[src/verilog/rcc_pkg.sv]
// constants for the reset, strap capture and clock start block
// assumes a single 40 MHz reference clock and a power-on reset beside the reset pin
// How it works
// - data pins 6:0 latched during reset
// - address pins 19:2 latched during reset
// - system clock full or half speed
// - generator runs only while enable high
// - oscillator ratios 1, 1/2, 1/4, crystal 1/16
// - oscillator output high for external source
package rcc_pkg;
    localparam int RCC_DATA_W = 7;
    localparam int RCC_ADDR_W = 18;
    localparam int RCC_SYNC_W = 2;
    // strap fields inside the captured data byte
    localparam int RCC_HALF_BIT = 0;
    localparam int RCC_MODE_LSB = 1;
    localparam int RCC_MODE_W = 2;
    localparam logic [RCC_DATA_W-1:0] RCC_DATA_RST = 7'h7f;
    localparam logic [RCC_ADDR_W-1:0] RCC_ADDR_RST = 18'h3ffff;
    // least reset length in memory clocks; memory clock is half the core clock
    localparam int RCC_RESET_MEM_CYC = 256;
    localparam int RCC_MEM_DIV = 2;
    localparam int RCC_RESET_CYC = RCC_RESET_MEM_CYC * RCC_MEM_DIV;
    localparam int RCC_RCNT_W = 10;
    localparam int RCC_LOCK_EDGES = 4;
    localparam int RCC_LCNT_W = 4;
    localparam int RCC_DIV_W = 2;

    typedef enum logic [1:0] {
        RCC_OSC_X1 = 2'b00,
        RCC_OSC_X2 = 2'b01,
        RCC_OSC_X4 = 2'b10,
        RCC_XTAL_X16 = 2'b11
    } rcc_osc_mode_t;

    // core clocks per oscillator period for each mode
    function automatic logic [4:0] rcc_mult(input rcc_osc_mode_t mode);
        unique case (mode)
            RCC_OSC_X1: rcc_mult = 5'h01;
            RCC_OSC_X2: rcc_mult = 5'h02;
            RCC_OSC_X4: rcc_mult = 5'h04;
            RCC_XTAL_X16: rcc_mult = 5'h10;
        endcase
    endfunction
endpackage

[src/verilog/rcc_clk_if.sv]
// carrier between the strap/reset control and the clock generator
// assumes both ends sit on ref_clk_in
`timescale 1ns/1ps
interface rcc_clk_if;
    import rcc_pkg::*;
    logic gen_enable;
    rcc_osc_mode_t mode;
    logic half_speed;
    logic osc_sync;
    logic running;
    logic memory_clock;
    logic system_clock;
    logic osc_out;
    logic [4:0] mult;
    modport gen (input gen_enable, mode, half_speed, osc_sync,
                 output running, memory_clock, system_clock, osc_out, mult);
    modport ctl (output gen_enable, mode, half_speed, osc_sync,
                 input running, memory_clock, system_clock, osc_out, mult);
endinterface

[src/verilog/rcc_clock_gen.sv]
// clock generator: oscillator qualification and clock dividers
// assumes osc_sync is already synchronised to ref_clk_in
`timescale 1ns/1ps
module rcc_clock_gen
    import rcc_pkg::*;
#(
    parameter int LOCK_EDGES = RCC_LOCK_EDGES
) (
    input wire logic ref_clk_in,    // core clock
    input wire logic rstn_in,       // async reset, active low
    rcc_clk_if.gen cif              // control side
);
    typedef enum logic [1:0] {
        RCC_GEN_OFF = 2'b00,
        RCC_GEN_LOCK = 2'b01,
        RCC_GEN_RUN = 2'b10
    } rcc_gen_state_t;

    rcc_gen_state_t state_reg, state_next;
    logic [RCC_LCNT_W-1:0] edges_reg, edges_next;
    logic osc_prev_reg, osc_prev_next;
    logic [RCC_DIV_W-1:0] div_reg, div_next;
    logic osc_rise;

    assign osc_rise = cif.osc_sync & ~osc_prev_reg;

    always_comb begin
        state_next = state_reg;
        edges_next = edges_reg;
        osc_prev_next = cif.osc_sync;
        div_next = div_reg;
        unique case (state_reg)
            RCC_GEN_OFF: begin
                edges_next = '0;
                if (cif.gen_enable) begin
                    state_next = RCC_GEN_LOCK;
                end
            end
            RCC_GEN_LOCK: begin
                if (osc_rise) begin
                    edges_next = edges_reg + 1'b1;
                end
                if (edges_reg == RCC_LCNT_W'(LOCK_EDGES)) begin
                    state_next = RCC_GEN_RUN;
                end
            end
            RCC_GEN_RUN: begin
                div_next = div_reg + 1'b1;
            end
            default: state_next = RCC_GEN_OFF;
        endcase
        if (!cif.gen_enable) begin
            state_next = RCC_GEN_OFF;
            div_next = '0;
        end
    end

    always_ff @(posedge ref_clk_in or negedge rstn_in) begin
        if (!rstn_in) begin
            state_reg <= RCC_GEN_OFF;
            edges_reg <= '0;
            osc_prev_reg <= 1'b0;
            div_reg <= '0;
        end else begin
            state_reg <= state_next;
            edges_reg <= edges_next;
            osc_prev_reg <= osc_prev_next;
            div_reg <= div_next;
        end
    end

    assign cif.running = (state_reg == RCC_GEN_RUN);
    assign cif.memory_clock = div_reg[0];
    assign cif.system_clock = cif.half_speed ? div_reg[1] : div_reg[0];
    // external source drives constant high, crystal gets inverted feedback
    assign cif.osc_out = (cif.mode == RCC_XTAL_X16) ? ~cif.osc_sync : 1'b1;
    assign cif.mult = rcc_mult(cif.mode);
endmodule

[src/verilog/rcc_reset_config.sv]
// reset pin handling, strap capture and start of the clock generator
// assumes board logic drives reset pin, clock enable, straps and oscillator
`timescale 1ns/1ps
module rcc_reset_config
    import rcc_pkg::*;
#(
    parameter int RESET_CYC = RCC_RESET_CYC,
    parameter int LOCK_EDGES = RCC_LOCK_EDGES
) (
    input wire logic ref_clk_in,                      // core clock, 40 MHz
    input wire logic rstn_in,                         // power-on reset, active low
    input wire logic reset_pin_n_in,                  // device reset pin, active low
    input wire logic clock_gen_enable_in,             // clock generator enable pin
    input wire logic osc_in,                          // oscillator or crystal input
    input wire logic [RCC_DATA_W-1:0] data_strap_in,  // data pins 6:0
    input wire logic [RCC_ADDR_W-1:0] addr_strap_in,  // address pins 19:2
    output logic [RCC_DATA_W-1:0] config_data_out,   // captured data straps
    output logic [RCC_ADDR_W-1:0] config_addr_out,   // captured address straps
    output logic config_valid_out,                    // straps captured, set on reset pin release even if the reset was short
    output logic reset_short_out,                     // last reset was too short
    output logic core_reset_n_out,                    // internal reset, active low
    output logic clock_running_out,                   // generator running
    output logic [4:0] clock_mult_out,                // selected multiplication factor
    output logic memory_clock_out,                    // memory clock
    output logic system_clock_out,                    // system clock
    output logic osc_out                              // oscillator output pin
);
    rcc_clk_if cif ();

    typedef enum logic [1:0] {
        RCC_RST_HOLD = 2'b00,
        RCC_RST_RUN = 2'b01
    } rcc_rst_state_t;

    logic [RCC_SYNC_W-1:0] rst_sync_reg, en_sync_reg, osc_sync_reg;
    logic [RCC_DATA_W-1:0] data_s1_reg, data_s2_reg;
    logic [RCC_ADDR_W-1:0] addr_s1_reg, addr_s2_reg;
    rcc_rst_state_t state_reg, state_next;
    logic [RCC_DATA_W-1:0] data_reg, data_next;
    logic [RCC_ADDR_W-1:0] addr_reg, addr_next;
    logic [RCC_RCNT_W-1:0] rcnt_reg, rcnt_next;
    logic valid_reg, valid_next;
    logic short_reg, short_next;
    logic pin_low;
    logic long_enough;

    // two-stage synchronisers; only the second stage is read
    always_ff @(posedge ref_clk_in or negedge rstn_in) begin
        if (!rstn_in) begin
            rst_sync_reg <= '0;
            en_sync_reg <= '0;
            osc_sync_reg <= '0;
            data_s1_reg <= RCC_DATA_RST;
            data_s2_reg <= RCC_DATA_RST;
            addr_s1_reg <= RCC_ADDR_RST;
            addr_s2_reg <= RCC_ADDR_RST;
        end else begin
            rst_sync_reg <= {rst_sync_reg[0], reset_pin_n_in};
            en_sync_reg <= {en_sync_reg[0], clock_gen_enable_in};
            osc_sync_reg <= {osc_sync_reg[0], osc_in};
            data_s1_reg <= data_strap_in;
            data_s2_reg <= data_s1_reg;
            addr_s1_reg <= addr_strap_in;
            addr_s2_reg <= addr_s1_reg;
        end
    end

    assign pin_low = ~rst_sync_reg[1];
    assign long_enough = (rcnt_reg >= RCC_RCNT_W'(RESET_CYC));

    always_comb begin
        state_next = state_reg;
        data_next = data_reg;
        addr_next = addr_reg;
        rcnt_next = rcnt_reg;
        valid_next = valid_reg;
        short_next = short_reg;
        unique case (state_reg)
            RCC_RST_HOLD: begin
                // data straps follow the pins while reset is low
                data_next = data_s2_reg;
                // address straps follow the pins while reset is low
                addr_next = addr_s2_reg;
                // measure the low time in core clocks
                if (!long_enough) begin
                    rcnt_next = rcnt_reg + 1'b1;
                end
                if (!pin_low) begin
                    state_next = RCC_RST_RUN;
                    valid_next = 1'b1;
                    short_next = ~long_enough;
                end
            end
            // straps frozen until reset falls again
            RCC_RST_RUN: begin
                if (pin_low) begin
                    state_next = RCC_RST_HOLD;
                    valid_next = 1'b0;
                    // the edge that saw the pin low is the first low cycle
                    rcnt_next = RCC_RCNT_W'(1);
                end
            end
            default: state_next = RCC_RST_HOLD;
        endcase
    end

    always_ff @(posedge ref_clk_in or negedge rstn_in) begin
        if (!rstn_in) begin
            state_reg <= RCC_RST_HOLD;
            data_reg <= RCC_DATA_RST;
            addr_reg <= RCC_ADDR_RST;
            rcnt_reg <= '0;
            valid_reg <= 1'b0;
            short_reg <= 1'b0;
        end else begin
            state_reg <= state_next;
            data_reg <= data_next;
            addr_reg <= addr_next;
            rcnt_reg <= rcnt_next;
            valid_reg <= valid_next;
            short_reg <= short_next;
        end
    end

    // generator enable taken from the synchronised pin
    assign cif.gen_enable = en_sync_reg[1];
    // oscillator ratio chosen by the captured straps
    assign cif.mode = rcc_osc_mode_t'(data_reg[RCC_MODE_LSB +: RCC_MODE_W]);
    // speed choice from the captured straps
    assign cif.half_speed = data_reg[RCC_HALF_BIT];
    assign cif.osc_sync = osc_sync_reg[1];

    rcc_clock_gen #(
        .LOCK_EDGES(LOCK_EDGES)
    ) u_gen (
        .ref_clk_in(ref_clk_in),
        .rstn_in(rstn_in),
        .cif(cif)
    );

    assign config_data_out = data_reg;
    assign config_addr_out = addr_reg;
    assign config_valid_out = valid_reg;
    assign reset_short_out = short_reg;
    assign core_reset_n_out = valid_reg & ~short_reg & cif.running;
    assign clock_running_out = cif.running;
    assign clock_mult_out = cif.mult;
    assign memory_clock_out = cif.memory_clock;
    assign system_clock_out = cif.system_clock;
    assign osc_out = cif.osc_out;
endmodule

[config.mk]
export PLATFORM = sky130hd
export DESIGN_NAME = rcc_reset_config
export DESIGN_NICKNAME = d
export VERILOG_FILES = /design/src/verilog/rcc_pkg.sv /design/src/verilog/rcc_clk_if.sv /design/src/verilog/rcc_clock_gen.sv /design/src/verilog/rcc_reset_config.sv
export SDC_FILE = /design/constraint.sdc
export NUM_CORES = 1
export LEC_CHECK = 0
export BUFFER_PORTS_ARGS = -buffer_cell sky130_fd_sc_hd__buf_2
export CAP_MARGIN = 20
export CORE_ASPECT_RATIO = 0.75
export CORE_MARGIN = 4
export CORE_UTILIZATION = 45
export DETAILED_ROUTE_END_ITERATION = 10
export MAX_ROUTING_LAYER = met4
export PLACE_DENSITY = 0.66
export SKIP_LAST_GASP = 1
export SLEW_MARGIN = 20
export SYNTH_ARGS = -nofsm -noshare
export SYNTH_HDL_FRONTEND = slang
export SYNTH_HIERARCHICAL = 1
export SYNTH_SLANG_ARGS = --single-unit
[constraint.sdc]
create_clock -name ref_clk_in -period 4 [get_ports ref_clk_in]
set_input_delay 0.6 -clock ref_clk_in [delete_from_list [all_inputs] [get_ports ref_clk_in]]
set_output_delay 0.6 -clock ref_clk_in [all_outputs]
set_load 0.1 [all_outputs]
==> impl_metrics.yaml, run 1 <==
floorplanning:
  pin_count: 67
  initial_utilization_pct: 47.1
  fp-row-count: 27
  chipHeight_um: 84.8
  die_area_um2: 9350
  core_um2: 7500
  die_x_um: 110
detailed_routing:
  finalWirelength_mm: 5.52
  wire_per_inst_um: 13.8
  first_iter_violations: 72
  routed_via_density: 4.81
  vias: 1919
  antenna_left: 0
  firstDrtPassIters: 4
  drc: 0
clocking:
  cts_tree: "done"
  path_clk_slew_ns: 0.10
  cts-htree-levels: 3
  cts_made_buffers: 9
  cts_root_buf: "clkbuf_8"
  cts_hold_buf: 0
  cts_resized: 0
  clock_sinks: 102
  clockBufferDepth: 2
  cts_setup_buffers: 0
  clk_latency_ns: 0.36
worst_setup_path:
  arrival_ns: 1.84
  cp.depth: 2
  worst-setup-path-type: "reg2out"
  max_stage_delay_ns: 0.80
  rr_worst_depth: 3
  setup.worst_path.end: "core_reset_n_out"
  cp_max_fo: 18
  cpLargestDelayFamily: "flip-flops"
  crit_chain: "and3_1 -> buf_2"
  crit_buf_inv: 1
  worst_r2r_endpoint: "rcnt_reg[5]"
  r2r_start: "config_valid_out"
  reg2reg_slack_ns: 2.06
  cp-end-kind: "output pin"
  cp_slowest_cell: "dfrtp_1"
  cp-startpoint: "config_valid_out"
  start_kind: "flop"
  critPathRequiredTime_ns: 3.40
logic_synthesis:
  synth_edf_count: 0
  synthTopCellsByArea: "dfstp_2 56%, dfrtp_1 19%, mux2_2 8.6%"
  synthFlopType: "dfstp_2"
  synth_top_area_cell: "dfstp_2"
  synth.avg_cell_area_um2: 16.0
  ys_seq_area_share_pct: 74.8
  synth_fp_nets: 256
  syn_inst: 221
  yosys.cell_types.count: 38
  syn_area_um2: 3540
  ys_seq_elements: 102
  ys_warn_count: 6
  synth_top_area_share_pct: 55.7
  synthArstFlopShare_pct: 100
  post-synth-top-count-cell: "dfstp_2"
  synth_commonest_cells: "75 x dfstp_2, 27 x dfrtp_1, 27 x mux2_2"
finish:
  nets: 328
  areaGrowthSynthToFinish_pct: 17.7
  nFillCells: 635
  drive_above_1_share_pct: 62.8
  antenna_cells: 0
status:
  outcome: "finished, final reports clean"
place:
  dp_hpwl_mm: 3.74
  io_buffers: 65
  gp_congestion: 0.750
grt:
  grt_pass1_wl_mm: 9.50
  antenna_found_initial: 0
  grt_max_degree: 77
  first_global_vias: 2012
  overflow: 0
  grt_usage_pct: 13.7
sta:
  tightest_slew_ns: 0.899
  fmax_ghz: 0.410
  tns_ns: 0
  clock_skew_ns: 0.00932
  final_max_slew_viol_count: 0
  rsz0062_at_grt: "no"
  setup_viol: 0
  hold_viol: 0
  finalCritPeriodShare_pct: 61.0
  period_needed_ns: 2.44
  slew-limit-headroom_pct: 40.1
hold_path:
  worstHoldPathType: "in2reg"
run:
  drv_cap: 0
==> placed cells by master, fill, tap and decap left out, drive strengths merged, types with 4 or more instances in the layout <==
cell	Yosys	final
buf	3	67
clkbuf	3	10
clkinv	0	4
dfrtp	27	27
dfstp	75	75
ha	5	5
inv	6	8
mux2	28	28
nand2	11	11
nand2b	4	4
nand3	8	8
nor2	4	4
o21ai	4	4
or4	6	6
==> how the worst min path moves through the flow <==
stage,from,to,depth (start not counted)
finish,addr_strap_in[13],addr_s1_reg[13],1
global route,addr_strap_in[12],addr_s1_reg[12],1
CTS,addr_strap_in[4],addr_s1_reg[4],1
detailed placement,en_sync_reg[0],en_sync_reg[1],0
global placement,osc_sync_reg[0],osc_sync_reg[1],0
floorplan,rstn_in,config_valid_out,0
==> metal layers <==
layer / GRT usage, % / up-vias / share of wire, %
met5: - / - / 0
met4: 4.25 / 0 / 1.3
met3: 5.69 / 7 / 7.7
met2: 19.3 / 62 / 43
met1: 18.2 / 948 / 48
li1: - / 902 / -
==> stage by stage <==
stage	setup slack (ns)	cell area, um^2	util [%]	hold slack, ns	instances
2_1_floorplan	0.855	3540	-	0.304	221
3_3_place_gp	1.93	3970	52.9	0.335	383
3_5_place_dp	1.94	3970	52.9	0.336	383
4_1_cts	1.52	4160	55.5	0.305	399
5_1_grt	1.44	4160	55.5	0.285	399
6_report	1.56	4160	55.5	0.326	399
==> final cells by class <==
| class | instances | area [um^2] | share of cell area [%] |
|---|---|---|---|
| Sequential cell | 102 | 2650 | 63.6 |
| Multi-Input combinational cell | 107 | 832 | 20.0 |
| Timing Repair Buffer | 67 | 343 | 8.24 |
| Clock buffer | 10 | 138 | 3.31 |
| Tap cell | 101 | 126 | 3.04 |
| Clock inverter | 6 | 53.8 | 1.29 |
| Inverter | 6 | 22.5 | 0.541 |
==> cells by family after synthesis <==
logic type | share of synthesized area, %
xor gates and xnor gates | 0.743
muxes | 9.59
DFF | 74.8
adders and majority gates | 1.77
other | 0.106
AOI/OAI and AO/OA | 4.10
buffers and inverters | 1.63
and+or+nand+nor | 7.22
==> worst register-to-register path, cell delays in order (launching register included) <==
cell and delay [ns]:
dfrtp_1 0.80, mux2_4 0.42, or4_1 0.51, a21boi_1 0.14
Power of run 1 is left out: the tool's default activity adds up to more than one toggle a clock period on the data nets, which glitch-free logic cannot reach.
==> inputs of run 2 (changes only) <==
==> constraint.sdc (replaced) <==
create_clock -name ref_clk_in -period 2.5 [get_ports ref_clk_in]
set_input_delay 0.375 -clock ref_clk_in [delete_from_list [all_inputs] [get_ports ref_clk_in]]
set_output_delay 0.375 -clock ref_clk_in [all_outputs]
set_load 0.1 [all_outputs]
==> run 2 against run 1 <==
Compared with the run above:
- register-to-register slack worse by 1.1 ns
- via count down 0.78%
- first-iteration DRC count shrank 11%
- sequential cell count did not move
- final cell count increased by 0.75%
- worst hold slack got worse by 0.24 ns
- sequential share of layout area fell by 1.4 points
==> impl_metrics.yaml, run 2 (same netlist as run 1, synthesis figures left out) <==
place:
  dp_hpwl_mm: 3.90
  io_buffers: 65
  gp_congestion: 0.859
sta:
  tightest_slew_ns: 0.547
  period_needed_ns: 1.95
  rsz0062_at_grt: "no"
  tns_ns: 0
  clock_skew_ns: 0.00990
  final_max_slew_viol_count: 0
  finalCritPeriodShare_pct: 77.9
  setup_viol: 0
  hold_viol: 0
  slew-limit-headroom_pct: 63.5
  fmax_ghz: 0.513
detailed_routing:
  vias: 1904
  wire_per_inst_um: 14.2
  first_iter_violations: 64
  antenna_left: 0
  drc: 0
  firstDrtPassIters: 4
  routed_via_density: 4.74
  finalWirelength_mm: 5.72
clocking:
  clk_latency_ns: 0.37
  cts-htree-levels: 3
  cts_made_buffers: 9
  cts_root_buf: "clkbuf_8"
  clock_sinks: 102
  cts_tree: "done"
  path_clk_slew_ns: 0.10
  clockBufferDepth: 2
floorplanning:
  chipHeight_um: 84.8
  die_x_um: 110
  die_area_um2: 9350
  fp-row-count: 27
  initial_utilization_pct: 47.1
  pin_count: 67
  core_um2: 7500
worst_setup_path:
  cp-end-kind: "output pin"
  crit_chain: "and2b_1 -> buf_2"
  worst-setup-path-type: "reg2out"
  cp_slowest_cell: "dfrtp_1"
  reg2reg_slack_ns: 0.94
  cpLargestDelayFamily: "flip-flops"
  critPathRequiredTime_ns: 2.12
  arrival_ns: 1.57
  cp_max_fo: 7
  start_kind: "flop"
  crit_buf_inv: 1
  max_stage_delay_ns: 0.45
finish:
  drive_above_1_share_pct: 63.5
  nets: 331
  antenna_cells: 0
  final_cell_mix: "75 x dfstp_2, 62 x buf_2, 27 x mux2_2, 27 x dfrtp_1"
  areaGrowthSynthToFinish_pct: 20.3
  layout_commonest_cell: "dfstp_2"
status:
  outcome: "finished, final reports clean"
run:
  drv_cap: 0
grt:
  antenna_found_initial: 0
  grt_max_degree: 44
  grt_usage_pct: 13.7
  grt_pass1_wl_mm: 9.43
  first_global_vias: 1927
  overflow: 0
hold_path:
  worstHoldPathType: "in2reg"
[run 2: cell types whose count changed in the layout (fill, tap and decap cells not counted), sizes merged]
cell	change
buf	+2
bufinv	+1
clkinv	-4
clkinvlp	+1
dlygate4sd3	+1
inv	+2
[run 2: repair_timing]
| item | CTS | global route |
|---|---|---|
| hold buffers | 1 | 0 |
| setup buffers | 0 | 0 |
| endpoints found under the hold margin | 23 | 0 |
| resized for setup | 0 | 0 |
[run 2: final cells by class]
cell class | instances | area (um^2)
clock inverter | 6 | 75.1
sequential | 102 | 2650
inverter | 6 | 22.5
timing repair buffer | 70 | 410
fill | 620 | 3250
tap | 101 | 126
clock buffer | 10 | 138
multi-input combinational | 107 | 836
[run 2: final timing paths]
check,startpoint,end,cells past startpoint
max in group asynchronous,rstn_in,data_s2_reg[3],3
hold / removal,addr_strap_in[0],addr_s1_reg[0],1
setup / recovery,u_gen/state_reg[0],clock_running_out,2
min in group asynchronous,rstn_in,u_gen/edges_reg[0],2
setup reg to reg,config_valid_out,rcnt_reg[6],4
hold reg to reg,osc_sync_reg[0],osc_sync_reg[1],0
[run 2: worst register-to-register path, cell delays in order (launching register included)]
cell	delay, ns
dfrtp_1	0.42
buf_4	0.22
or2_2	0.32
or4_1	0.46
nand3_1	0.09
[run 2: layer usage]
metal	vias up	global-route usage, %	routed length, um
met2	52	18.4	2600
met5	-	-	0
met1	942	19.0	2710
met4	0	4.81	82
li1	902	-	-
met3	8	5.30	328
[run 2: through the flow]
| stage | util (%) | setup slack, ns | instances | cell area [um^2] | hold slack, ns |
|---|---|---|---|---|---|
| after global placement | 53.8 | 0.965 | 385 | 4030 | 0.333 |
| after global routing | 56.7 | 0.487 | 402 | 4250 | 0.0510 |
| final | 56.7 | 0.552 | 402 | 4250 | 0.0893 |
| after detailed placement | 53.8 | 0.968 | 385 | 4030 | 0.336 |
| after CTS | 56.7 | 0.530 | 402 | 4250 | 0.0628 |
| after floorplan | - | -0.180 | 221 | 3540 | 0.0794 |
Power of run 2 is left out for the same reason.
==> inputs of run 3 (changes only) <==
==> constraint.sdc (replaced) <==
create_clock -name ref_clk_in -period 1.85 [get_ports ref_clk_in]
set_input_delay 0.2775 -clock ref_clk_in [delete_from_list [all_inputs] [get_ports ref_clk_in]]
set_output_delay 0.2775 -clock ref_clk_in [all_outputs]
set_load 0.1 [all_outputs]
==> run 3 against run 2 <==
Compared with the run above:
- non-clock buffer count grew 29
- first-iteration DRC count grew 23%
- highest routed layer unchanged
- die area is the same
- worst hold slack gained 0.27 ns
- via count grew 7.6%
- wire length grew 1.7%
- final cell count grew 7.2%
- clock skew grew 0.00075 ns
- count of clock-buffer cells in the layout is the same
- design area grew 6.7%
==> impl_metrics.yaml, run 3 (same netlist as run 1, synthesis figures left out) <==
detailed_routing:
  finalWirelength_mm: 5.82
  antenna_left: 0
  firstDrtPassIters: 4
  wire_per_inst_um: 13.5
  routed_via_density: 4.75
  vias: 2049
  first_iter_violations: 79
  drc: 0
sta:
  period_needed_ns: 1.76
  final.setup.worst_slack_ns: 0.0926
  hold_viol: 0
  clock_skew_ns: 0.0107
  final_max_slew_viol_count: 0
  setup_viol: 0
  rsz0062_at_grt: "no"
  fmax_ghz: 0.569
  fin_hold_ws_ns: 0.359
  finalCritPeriodShare_pct: 95.0
finish:
  final_cell_mix: "75 x dfstp_2, 58 x buf_2, 29 x dlygate4sd3_1"
  areaGrowthSynthToFinish_pct: 28.4
  nFillCells: 595
  layout_commonest_cell: "dfstp_2"
  nets: 360
  postLayoutCellArea_um2: 4540
  drive_above_1_share_pct: 60.0
  antenna_cells: 0
worst_setup_path:
  reg2reg_slack_ns: 0.23
  cp-startpoint: "config_data_out[0]"
  cp-end-kind: "output pin"
  cp_max_fo: 3
  start_kind: "flop"
  critPathRequiredTime_ns: 1.57
  rr_worst_depth: 3
  worst_r2r_endpoint: "rcnt_reg[7]"
  worst-setup-path-type: "reg2out"
  setup.worst_path.end: "system_clock_out"
  arrival_ns: 1.48
  r2r_start: "config_valid_out"
hold_path:
  worstHoldPathType: "reg2reg"
floorplanning:
  core_um2: 7500
  pin_count: 67
  fp-row-count: 27
  die_x_um: 110
  initial_utilization_pct: 47.1
  die_area_um2: 9350
  chipHeight_um: 84.8
clocking:
  clk_latency_ns: 0.36
  path_clk_slew_ns: 0.10
  clockBufferDepth: 2
  cts_made_buffers: 9
  cts_root_buf: "clkbuf_8"
  clock_sinks: 102
  cts_setup_buffers: 0
  cts_tree: "done"
  cts-htree-levels: 3
place:
  gp_congestion: 0.775
  io_buffers: 65
  dp_slack_ns: 0.264
  placed_cell_area_um2: 4060
  dp_hpwl_mm: 3.91
grt:
  grt_max_degree: 36
  grt_pass1_wl_mm: 10.0
  antenna_found_initial: 0
  grt_usage_pct: 14.5
  overflow: 0
  first_global_vias: 1991
status:
  outcome: "finished, final reports clean"
run:
  drv_cap: 0
run 3: worst min-delay path by stage:
stage                 startpoint              end  slack, ns  cells after the start
3_3_place_gp             rstn_in      rcnt_reg[8]       0.26                      1
5_1_grt          addr_s1_reg[15]  addr_s2_reg[15]       0.36                      0
6_report         addr_s1_reg[15]  addr_s2_reg[15]       0.36                      0
4_1_cts        addr_strap_in[16]  addr_s1_reg[16]     0.0006                      1
2_1_floorplan            rstn_in   en_sync_reg[0]      -0.02                      0
3_5_place_dp             rstn_in      rcnt_reg[8]       0.27                      1
run 3: per-stage QoR:
stage | std cells | TNS, ns | util (%)
global placement | 386 | 0 | 54.1
detailed placement | 386 | 0 | 54.1
finish | 431 | 0 | 60.5
CTS | 427 | 0 | 59.9
floorplan | 221 | -0.656 | -
global route | 431 | 0 | 60.5
run 3: repair_timing:
action                                  4_1_cts  5_1_grt
endpoints found under the hold margin        30        4
hold buffers                                 25        4
endpoints found under the setup margin        1        4
gates resized for setup                       1        5
run 3: critical path: stages, from the launching register on:
cell,delay (ns)
dfstp_2,0.56
mux2_2,0.33
buf_4,0.23
run 3: metal layers:
metal	share of wire (%)	vias up	GRT usage, %
met5	0	-	-
met4	1.9	0	4.81
met3	6.1	12	5.15
met2	48	53	20.4
met1	44	1019	19.6
li1	-	965	-
run 3: layout make-up:
| class | instances | area [um^2] | share of cell area [%] |
|---|---|---|---|
| Multi-Input combinational cell | 107 | 851 | 18.7 |
| Tap cell | 101 | 126 | 2.78 |
| Clock buffer | 10 | 128 | 2.81 |
| Sequential cell | 102 | 2650 | 58.4 |
| Timing Repair Buffer | 99 | 708 | 15.6 |
| Inverter | 6 | 22.5 | 0.496 |
| Clock inverter | 6 | 53.8 | 1.18 |
Power of run 3 is left out for the same reason.
